## src/core/gst_pkg.sv

```systemverilog
// package for the gated sixteen bit timer: register map, field layout,
// reset values and timing counts.
// assumes a 32-bit avalon-mm slave decode, one register per aligned word.
`default_nettype none

package gst_pkg;

	////////////////////////////////////////////////////////////////////////
	// register byte addresses
	localparam logic [4:0] ADDR_CONTROL   = 5'h00;
	localparam logic [4:0] ADDR_COUNT_LOW = 5'h04;
	localparam logic [4:0] ADDR_COUNT_HI  = 5'h08;
	localparam logic [4:0] ADDR_FLAG      = 5'h0c;
	localparam logic [4:0] ADDR_IRQ_CTRL  = 5'h10;
	localparam logic [4:0] ADDR_STATUS    = 5'h14;

	////////////////////////////////////////////////////////////////////////
	// timer_control_reg layout, bit 7 down to bit 0
	typedef struct packed {
		logic       gate_invert;
		logic       gate_enable;
		logic [1:0] prescale_select;
		logic       crystal_osc_enable;
		logic       sync_bypass;
		logic       source_select;
		logic       timer_on;
	} gst_control_t;

	// irq control word, bit 3 down to bit 0
	typedef struct packed {
		logic gate_source_select;
		logic global_irq_enable;
		logic peripheral_irq_enable;
		logic overflow_irq_enable;
	} gst_irq_ctrl_t;

	localparam gst_control_t  CONTROL_RESET  = 8'h00;
	localparam gst_irq_ctrl_t IRQ_CTRL_RESET = 4'h8;

	// field positions in the flag and status words
	localparam int FLAG_OVERFLOW_BIT  = 0;
	localparam int ST_OSC_IN_DIR_BIT  = 0;
	localparam int ST_OSC_OUT_DIR_BIT = 1;
	localparam int ST_OSC_IN_PORT_BIT = 2;
	localparam int ST_OSC_OUT_PORT_BIT = 3;
	localparam int ST_CRYSTAL_RUN_BIT = 4;

	////////////////////////////////////////////////////////////////////////
	// timing
	localparam int CORE_CLK_HZ     = 20_000_000;
	localparam int INSTR_DIV       = 4;
	localparam int CRYSTAL_HZ      = 32_768;
	localparam logic [15:0] COUNT_MAX   = 16'hffff;
	localparam logic [2:0]  PRE_MASK_1  = 3'h0;
	localparam logic [2:0]  PRE_MASK_2  = 3'h1;
	localparam logic [2:0]  PRE_MASK_4  = 3'h3;
	localparam logic [2:0]  PRE_MASK_8  = 3'h7;

endpackage

`default_nettype wire

```

## src/core/gst_timer.sv

```systemverilog
// gated sixteen bit timer: counter, prescaler, gate and avalon-mm slave.
// assumes one core clock; every pin input crosses through gst_sync.
//
// Notes on behaviour
// - sixteen-bit up counter, high and low bytes, writes load immediately.
// - source select 0 counts instruction clock, 1 counts external clock.
// - internal source advances once per instruction cycle times prescale.
// - external rising edges increment, either synchronized or asynchronous.
// - falling edge needed first after reset, counter write, or high disable.
// - prescaler divides selected input by one, two, four or eight.
// - prescale field 00,01,10,11 means divide by 1,2,4,8.
// - prescaler is hidden from software and cleared by counter writes.
// - crystal runs when enabled, also in sleep, only in allowed modes.
// - crystal enabled in an allowed mode forces pin directions to 1, port bits read 0.
// - sync bypass with external source counts asynchronously, runs in sleep, overflow can wake.
// - mode switch may drop one increment or add one spurious increment.
// - byte reads during asynchronous counting always return valid bytes.
// - gate comes from gate pin or second comparator, chosen elsewhere.
// - selected gate applies only while gate enable is set.
// - timer on counts while gate active if enabled, else always.
// - gate invert bit flips gate polarity for either source.
// - invert 1 means active high gate, 0 means active low.
// - overflow flag sets when counter rolls from ffff to 0000.
// - interrupt requested only with timer, peripheral, global enables set.
// - sleep counting only asynchronous; overflow wakes core with enables.
// - increment clock is offered out for comparator synchronization.
//
// The Avalon-MM register port and the placing of the registers are this design's own decisions.
`default_nettype none

////////////////////////////////////////////////////////////////////////////
// two flip-flop synchroniser; the first stage feeds only the second
module gst_sync #(
	parameter int WIDTH = 1
) (
	input  wire logic             CLK,
	input  wire logic             RST_B,
	input  wire logic [WIDTH-1:0] D,
	output logic      [WIDTH-1:0] Q
);
	logic [WIDTH-1:0] stage1;

	always_ff @(posedge CLK) begin
		if (!RST_B) begin
			stage1 <= '0;
			Q      <= '0;
		end else begin
			stage1 <= D;
			Q      <= stage1;
		end
	end
endmodule

////////////////////////////////////////////////////////////////////////////
module gst_timer #(
	parameter int INSTR_DIV = gst_pkg::INSTR_DIV
) (
	input  wire logic        CORE_CLK,
	input  wire logic        RST_B,
	input  wire logic [4:0]  AVS_ADDRESS,
	input  wire logic        AVS_READ,
	input  wire logic        AVS_WRITE,
	input  wire logic [31:0] AVS_WRITEDATA,
	input  wire logic [3:0]  AVS_BYTEENABLE,
	output logic      [31:0] AVS_READDATA,
	output logic             AVS_WAITREQUEST,
	input  wire logic        EXT_COUNT_CLOCK_PIN,
	input  wire logic        LOW_POWER_CRYSTAL_OSC,
	input  wire logic        GATE_INPUT_PIN,
	input  wire logic        SECOND_COMPARATOR_OUTPUT,
	input  wire logic [1:0]  OSC_PORT_PINS,
	input  wire logic        OSC_MODE_OK,
	input  wire logic        SLEEP,
	output logic             INC_TICK,
	output logic             OVERFLOW_IRQ,
	output logic             WAKE,
	output logic             CRYSTAL_OSC_RUN,
	output logic             OSC_IN_PIN_DIRECTION,
	output logic             OSC_OUT_PIN_DIRECTION
);

	////////////////////////////////////////////////////////////////////////
	// declarations
	gst_pkg::gst_control_t  control;
	gst_pkg::gst_irq_ctrl_t irq_ctrl;
	logic [15:0] count;
	logic        overflow_flag;
	logic [2:0]  prescale;
	// divider width follows the parameter so a slower core can reuse it
	localparam int DIV_W = (INSTR_DIV > 1) ? $clog2(INSTR_DIV) : 1;
	logic [DIV_W-1:0] instr_cnt;
	logic        armed;
	logic        pending;
	logic        on_d;
	logic        src_d;
	logic        xtal_d;
	logic        src_swap;
	logic        ack;
	logic [5:0]  pins_s;
	logic        ext_s;
	logic        lp_s;
	logic        gate_s;
	logic        comp_s;
	logic [1:0]  port_s;
	logic        src_level;
	logic        src_rise;
	logic        src_fall;
	logic        q_tick;
	logic        raw_tick;
	logic [2:0]  pre_mask;
	logic        pre_out;
	logic        gate_raw;
	logic        gate_active;
	logic        run_ok;
	logic        async_mode;
	logic        count_inc;
	logic        rollover;
	logic        req;
	logic        wr_fire;
	logic        wr_low;
	logic        wr_high;
	logic        count_wr;
	logic [31:0] next_readdata;

	////////////////////////////////////////////////////////////////////////
	// pin synchronisation
	gst_sync #(
		.WIDTH(6)
	) u_pin_sync (
		.CLK   (CORE_CLK),
		.RST_B (RST_B),
		.D     ({OSC_PORT_PINS, SECOND_COMPARATOR_OUTPUT, GATE_INPUT_PIN,
		         LOW_POWER_CRYSTAL_OSC, EXT_COUNT_CLOCK_PIN}),
		.Q     (pins_s)
	);

	assign ext_s  = pins_s[0];
	assign lp_s   = pins_s[1];
	assign gate_s = pins_s[2];
	assign comp_s = pins_s[3];
	assign port_s = pins_s[5:4];

	////////////////////////////////////////////////////////////////////////
	// avalon-mm handshake: one wait state, answer at the second edge
	assign req             = AVS_READ | AVS_WRITE;
	assign AVS_WAITREQUEST = req & ~ack;
	assign wr_fire         = AVS_WRITE & ack & AVS_BYTEENABLE[0];
	assign wr_low  = wr_fire & (AVS_ADDRESS == gst_pkg::ADDR_COUNT_LOW);
	assign wr_high = wr_fire & (AVS_ADDRESS == gst_pkg::ADDR_COUNT_HI);
	assign count_wr = wr_low | wr_high;

	// ack lasts one cycle, so a request still held after its answer is
	// taken again with a fresh wait; the master must drop it at that edge
	always_ff @(posedge CORE_CLK) begin
		if (!RST_B) begin
			ack <= 1'b0;
		end else begin
			ack <= req & ~ack;
		end
	end

	////////////////////////////////////////////////////////////////////////
	// control and irq registers
	always_ff @(posedge CORE_CLK) begin
		if (!RST_B) begin
			control  <= gst_pkg::CONTROL_RESET;
			irq_ctrl <= gst_pkg::IRQ_CTRL_RESET;
		end else if (wr_fire) begin
			if (AVS_ADDRESS == gst_pkg::ADDR_CONTROL) begin
				control <= AVS_WRITEDATA[7:0];
			end
			if (AVS_ADDRESS == gst_pkg::ADDR_IRQ_CTRL) begin
				irq_ctrl <= AVS_WRITEDATA[3:0];
			end
		end
	end

	////////////////////////////////////////////////////////////////////////
	// crystal oscillator and its pins
	// the crystal is ignored unless the system clock mode allows it
	assign CRYSTAL_OSC_RUN = control.crystal_osc_enable & OSC_MODE_OK;
	assign OSC_IN_PIN_DIRECTION  = CRYSTAL_OSC_RUN;
	assign OSC_OUT_PIN_DIRECTION = CRYSTAL_OSC_RUN;

	// start-up delay is left to software; no ready flag exists here

	////////////////////////////////////////////////////////////////////////
	// clock source and edge detection
	assign src_level = CRYSTAL_OSC_RUN ? lp_s : ext_s;
	assign src_rise  = src_level & ~src_d;
	assign src_fall  = ~src_level & src_d;

	always_ff @(posedge CORE_CLK) begin
		if (!RST_B) begin
			src_d  <= 1'b0;
			on_d   <= 1'b0;
			xtal_d <= 1'b0;
		end else begin
			src_d  <= src_level;
			on_d   <= control.timer_on;
			xtal_d <= CRYSTAL_OSC_RUN;
		end
	end

	// swapping pin and crystal can fake a rising edge; treat it as a
	// fresh start that needs a falling edge again
	assign src_swap = CRYSTAL_OSC_RUN ^ xtal_d;

	// instruction clock is the core clock over INSTR_DIV, four by default, and halts in sleep
	always_ff @(posedge CORE_CLK) begin
		if (!RST_B) begin
			instr_cnt <= '0;
		end else if (!SLEEP) begin
			// wrap explicitly so a divide that is not a power of two holds
			if (instr_cnt == DIV_W'(INSTR_DIV - 1)) begin
				instr_cnt <= '0;
			end else begin
				instr_cnt <= instr_cnt + DIV_W'(1);
			end
		end
	end

	assign q_tick = ~SLEEP & (instr_cnt == DIV_W'(INSTR_DIV - 1));

	// a rising edge only counts once a falling edge has been seen
	always_ff @(posedge CORE_CLK) begin
		if (!RST_B) begin
			armed <= 1'b0;
		end else if (count_wr) begin
			armed <= 1'b0;
		end else if (on_d & ~control.timer_on & src_level) begin
			armed <= 1'b0;
		end else if (src_swap) begin
			armed <= 1'b0;
		end else if (control.timer_on & src_fall) begin
			armed <= 1'b1;
		end
	end

	assign raw_tick = control.source_select
	                ? (src_rise & armed & ~src_swap)
	                : q_tick;

	////////////////////////////////////////////////////////////////////////
	// gate
	assign gate_raw = irq_ctrl.gate_source_select ? comp_s : gate_s;
	assign gate_active = control.gate_invert ? gate_raw : ~gate_raw;
	assign run_ok = control.timer_on
	              & (~control.gate_enable | gate_active);

	////////////////////////////////////////////////////////////////////////
	// prescaler, not visible to software
	always_comb begin
		case (control.prescale_select)
			2'h0:    pre_mask = gst_pkg::PRE_MASK_1;
			2'h1:    pre_mask = gst_pkg::PRE_MASK_2;
			2'h2:    pre_mask = gst_pkg::PRE_MASK_4;
			2'h3:    pre_mask = gst_pkg::PRE_MASK_8;
			default: pre_mask = gst_pkg::PRE_MASK_1;
		endcase
	end

	assign pre_out = run_ok & raw_tick
	               & ((prescale & pre_mask) == pre_mask);

	always_ff @(posedge CORE_CLK) begin
		if (!RST_B) begin
			prescale <= 3'h0;
		end else if (count_wr) begin
			prescale <= 3'h0;
		end else if (run_ok & raw_tick) begin
			prescale <= prescale + 3'h1;
		end
	end

	////////////////////////////////////////////////////////////////////////
	// sync or async increment
	// external clock with bypass set is the only path alive in sleep
	assign async_mode = control.source_select & control.sync_bypass;

	// the synchronized path holds a prescaled edge until the next
	// instruction tick; switching to async mode drops it
	always_ff @(posedge CORE_CLK) begin
		if (!RST_B) begin
			pending <= 1'b0;
		end else if (count_wr | async_mode | ~run_ok) begin
			pending <= 1'b0;
		end else begin
			pending <= (pending | pre_out) & ~q_tick;
		end
	end

	assign count_inc = async_mode ? pre_out
	                 : (run_ok & (pending | pre_out) & q_tick);
	assign INC_TICK = count_inc;

	////////////////////////////////////////////////////////////////////////
	// counter; a write wins over a same-cycle increment
	// writing while counting can lose that increment, so stop first
	always_ff @(posedge CORE_CLK) begin
		if (!RST_B) begin
			count <= 16'h0000;
		end else if (wr_low) begin
			count[7:0] <= AVS_WRITEDATA[7:0];
		end else if (wr_high) begin
			count[15:8] <= AVS_WRITEDATA[7:0];
		end else if (count_inc) begin
			count <= count + 16'h0001;
		end
	end

	assign rollover = count_inc & ~count_wr
	                & (count == gst_pkg::COUNT_MAX);

	////////////////////////////////////////////////////////////////////////
	// overflow flag: hardware only sets it, a set beats a software clear
	always_ff @(posedge CORE_CLK) begin
		if (!RST_B) begin
			overflow_flag <= 1'b0;
		end else if (rollover) begin
			overflow_flag <= 1'b1;
		end else if (wr_fire & (AVS_ADDRESS == gst_pkg::ADDR_FLAG)) begin
			overflow_flag <= AVS_WRITEDATA[gst_pkg::FLAG_OVERFLOW_BIT];
		end
	end

	assign OVERFLOW_IRQ = overflow_flag & irq_ctrl.overflow_irq_enable
	                    & irq_ctrl.peripheral_irq_enable
	                    & irq_ctrl.global_irq_enable;

	// wake needs no global enable; the core vectors only if it is set
	assign WAKE = SLEEP & control.timer_on & overflow_flag
	            & irq_ctrl.overflow_irq_enable
	            & irq_ctrl.peripheral_irq_enable;

	////////////////////////////////////////////////////////////////////////
	// read data, captured in the wait cycle so it stands at the answer
	// the count lives in the core domain, so each byte read is whole
	always_comb begin
		next_readdata = 32'h0000_0000;
		case (AVS_ADDRESS)
			gst_pkg::ADDR_CONTROL:   next_readdata[7:0] = control;
			gst_pkg::ADDR_COUNT_LOW: next_readdata[7:0] = count[7:0];
			gst_pkg::ADDR_COUNT_HI:  next_readdata[7:0] = count[15:8];
			gst_pkg::ADDR_FLAG:
				next_readdata[gst_pkg::FLAG_OVERFLOW_BIT] = overflow_flag;
			gst_pkg::ADDR_IRQ_CTRL:  next_readdata[3:0] = irq_ctrl;
			gst_pkg::ADDR_STATUS: begin
				next_readdata[gst_pkg::ST_OSC_IN_DIR_BIT]  = OSC_IN_PIN_DIRECTION;
				next_readdata[gst_pkg::ST_OSC_OUT_DIR_BIT] = OSC_OUT_PIN_DIRECTION;
				next_readdata[gst_pkg::ST_OSC_IN_PORT_BIT] =
					port_s[0] & ~CRYSTAL_OSC_RUN;
				next_readdata[gst_pkg::ST_OSC_OUT_PORT_BIT] =
					port_s[1] & ~CRYSTAL_OSC_RUN;
				next_readdata[gst_pkg::ST_CRYSTAL_RUN_BIT] = CRYSTAL_OSC_RUN;
			end
			default: next_readdata = 32'h0000_0000;
		endcase
	end

	always_ff @(posedge CORE_CLK) begin
		if (!RST_B) begin
			AVS_READDATA <= 32'h0000_0000;
		end else if (AVS_READ & ~ack) begin
			AVS_READDATA <= next_readdata;
		end
	end

endmodule

`default_nettype wire

```

## config.mk

```make
export PLATFORM = sky130hd
export DESIGN_NAME = gst_timer
export DESIGN_NICKNAME = d
export VERILOG_FILES = /design/src/core/gst_pkg.sv /design/src/core/gst_timer.sv
export SDC_FILE = /design/constraint.sdc
export NUM_CORES = 1
export LEC_CHECK = 0
export BUFFER_PORTS_ARGS = -buffer_cell sky130_fd_sc_hd__buf_2
export CORE_UTILIZATION = 58
export CTS_BUF_LIST = sky130_fd_sc_hd__clkbuf_4
export CTS_CLUSTER_DIAMETER = 80
export DETAILED_ROUTE_END_ITERATION = 12
export PLACE_DENSITY = 0.88
export SKIP_CTS_REPAIR_TIMING = 1
export SLEW_MARGIN = 20
export SYNTH_ARGS = -nofsm -noshare
export SYNTH_HDL_FRONTEND = slang
export SYNTH_SLANG_ARGS = --single-unit
```

## constraint.sdc

```tcl
create_clock -name CORE_CLK -period 3.3 [get_ports CORE_CLK]
set_input_delay 0.33 -clock CORE_CLK [delete_from_list [all_inputs] [get_ports CORE_CLK]]
set_output_delay 0.33 -clock CORE_CLK [all_outputs]
set_load 0.05 [all_outputs]
```

==> flow_summary.toml <==
[setup_path]
cp_data_arrival_time_ns = 2.33
r2r_cells = 7
crit_required_ns = 2.97
crit_buf_inv = 2
rr_startpoint = "control[3]$_SDFFE_PN0P_"
critPathTopFamily = "compound AO/OA/AOI/OAI gates"
critical_path_depth = 7
cp_max_fo = 7
cp_cell_sequence = "nand2_1, a31oi_1, o32a_1, o21ai_4, nand2_1, inv_1, buf_2"
end_kind = "primary output"
slowest_delay_ns = 0.41
cpMaxStageDelayCell = "o32a_1"
r2r-end = "count[5]$_SDFFE_PN0P_"
path_class = "reg2out"
crit_top_cell = "nand2_1"
worst-r2r-setup-slack_ns = 0.95
cp-start-kind = "flop"

[sta]
drv_slew = 0
hold_slack_ns = 0.131
period_share_pct = 80.6
timing.slew.headroom_pct = 39.7
hold_viol = 0
period_minus_slack_ns = 2.66
fin_tns_setup_ns = 0
maxClockFrequency_ghz = 0.376
tightest_slew_ns = 0.903
rsz0062_at_grt = "no"
skew_ns = 0.0183
setup_viol = 0

[global_routing]
grt_pass1_vias = 2551
grt_first_pass_wirelength_um = 12000
grt_max_degree = 31
overflow = 0
grt_usage_pct = 26.3
antenna_found_initial = 0

[routing]
wl_per_cell_um = 15.5
first_iter_violations = 337
vias = 2886
ant_nets = 0
drc = 0
drt_first_pass_iters = 5
drt_wl_total_um = 7610
via_per_inst = 5.89

[hold_path]
hp-class = "in2reg"
min_to = "u_pin_sync.stage1[5]$_SDFF_PN0_"
holdPathStages = 2
hp-start = "OSC_PORT_PINS[1]"

[synthesis]
yosysWarnings = 0
avgSynthCellArea_um2 = 8.38
synth_edf_count = 0
yosysUniqueCellTypes = 58
synth_area_mm2 = 0.00319
postSynth.asyncResetShare_pct = 0
synth_top_area_share_pct = 37.6
synthTopCellsByCount = "dfxtp_1, nor2_1, nand2_1"
yosysSeqAreaShare_pct = 37.6
synth_top_area_cell = "dfxtp_1"
netlist_top_cells_area = "dfxtp_1, buf_4, mux2i_1"
synth_top_flop_cell = "dfxtp_1"
yosysMostFrequentCell = "dfxtp_1"
synth-seq-cells = 60
netlist_instances = 381

[cells_and_area]
n_antenna_cell = 0
nets = 471
area_delta_synth_final_pct = 9.02
drive_above_1_share_pct = 17.6

[power_and_ir_drop]
power.switching_w = 0.000435
power_w = 0.00152
pwr-share-comb_pct = 12.0
leakage_nw = 1.38
switching_share_pct = 28.7
internal-power_w = 0.00108
peakVddDrop_v = 0.000324
seqPwrFrac_pct = 49.3
clock_power_share_pct = 38.7
powerDensity_mw_per_mm2 = 436

[clock_network]
tritoncts = "built"
cts_buffer_depth = 2
path_clk_slew_ns = 0.10
htree_levels = 3
cts_buffers = 9
insertion_delay_ns = 0.41
clock-sinks = 60
root_buffer = "clkbuf_4"

[floorplan]
chipWidth_um = 76.2
ios = 92
die_area_mm2 = 0.00580
core_mm2 = 0.00520
start_util_pct = 61.3
rows = 26
die_h_um = 76.2

[placement]
hpwl_um = 5450
place_congestion = 0.906
portBuffers = 40

[run_status]
outcome = "finished clean"

[flow_run]
cap_violations = 0
cell families after synthesis:
group | count (synthesis) | synth area share (%)
buf+inv | 49 | 8.98
fa+ha+maj | 3 | 1.18
mux | 23 | 7.33
xor+xnor | 5 | 1.37
other cells | 1 | 0.117
simple gates | 161 | 26.7
flops | 60 | 37.6
compound gates | 79 | 16.7
layout make-up:
type	instances	area, µm²
Fill cell	441	1730
Clock buffer	9	67.6
Multi-Input combinational cell	295	1790
Clock inverter	7	91.3
Tap cell	70	87.6
Timing Repair Buffer	42	215
Sequential cell	60	1200
Inverter	7	26.3
power groups by stage:
stage | Combinational (W) | Sequential [W] | Clock (W)
2_1_floorplan | 0.000136 | 0.000787 | 0
3_3_place_gp | 0.000177 | 0.000764 | 0
3_5_place_dp | 0.000179 | 0.000765 | 0
4_1_cts | 0.000179 | 0.000749 | 0.000594
5_1_grt | 0.000191 | 0.000751 | 0.000622
6_report | 0.000182 | 0.000748 | 0.000587
placed cells by master, fill, tap and decap left out, types with 3 or more instances in the layout:
| master | instances |
|---|---|
| nand3_1 | 16 |
| a21oi_1 | 29 |
| buf_2 | 40 |
| mux2i_1 | 20 |
| and2_1 | 17 |
| xor2_1 | 3 |
| nor4_1 | 3 |
| clkbuf_4 | 9 |
| nand2b_1 | 9 |
| o21ai_0 | 9 |
| inv_1 | 7 |
| nor2b_1 | 4 |
| nand4_1 | 5 |
| a41oi_1 | 3 |
| a211oi_1 | 8 |
| conb_1 | 24 |
| nand2_1 | 32 |
| a31oi_1 | 8 |
| nor3b_1 | 3 |
| nor3_1 | 5 |
| mux2_2 | 3 |
| nor2_1 | 43 |
| and3_1 | 6 |
| dfxtp_1 | 60 |
| ha_1 | 3 |
| clkinv_2 | 3 |
sequential cells by signal, indices dropped and copies added, names as in the netlist, 2 cells and up:
name	count
AVS_READDATA	8
prescale	3
u_pin_sync.stage1	6
irq_ctrl	4
count	16
u_pin_sync.Q	6
instr_cnt	2
control	8
worst reg2reg max path, stage by stage (launching register included):
cell and delay (ns):
dfxtp_1 0.37, nand2_1 0.25, a31oi_1 0.14, o32a_1 0.41
o21ai_4 0.30, a31oi_2 0.22, and2_1 0.24, a221o_1 0.31
routing by layer:
| metal | part of all wire, % | track usage (%) | vias to the layer above | wire [µm] |
|---|---|---|---|---|
| li1 | - | - | 1382 | - |
| met1 | 41 | 32.1 | 1307 | 3150 |
| met2 | 46 | 41.8 | 167 | 3490 |
| met3 | 8.7 | 6.47 | 30 | 659 |
| met4 | 4.0 | 16.3 | 0 | 307 |
| met5 | 0 | 0 | - | 0 |
worst max-delay path by stage:
stage	from	end	slack, ns
after detailed placement	AVS_ADDRESS[3]	count[10]$_SDFFE_PN0P_	0.75
after global placement	AVS_ADDRESS[3]	count[10]$_SDFFE_PN0P_	0.78
after CTS	control[3]$_SDFFE_PN0P_	INC_TICK	0.65
after floorplan	OSC_MODE_OK	count[6]$_SDFFE_PN0P_	1.32
after global routing	control[3]$_SDFFE_PN0P_	INC_TICK	0.52
final	control[3]$_SDFFE_PN0P_	INC_TICK	0.64
stage by stage:
stage          worst slack (ns)  area (µm²)  std cells  util [%]
2_1_floorplan              1.32        3280        404         -
3_3_place_gp              0.779        3320        474      63.8
3_5_place_dp              0.749        3320        474      63.8
4_1_cts                   0.653        3480        490      66.9
5_1_grt                   0.517        3480        490      66.9
6_report                  0.640        3480        490      66.9
Note: power is estimated with default switching activity, not from simulation.
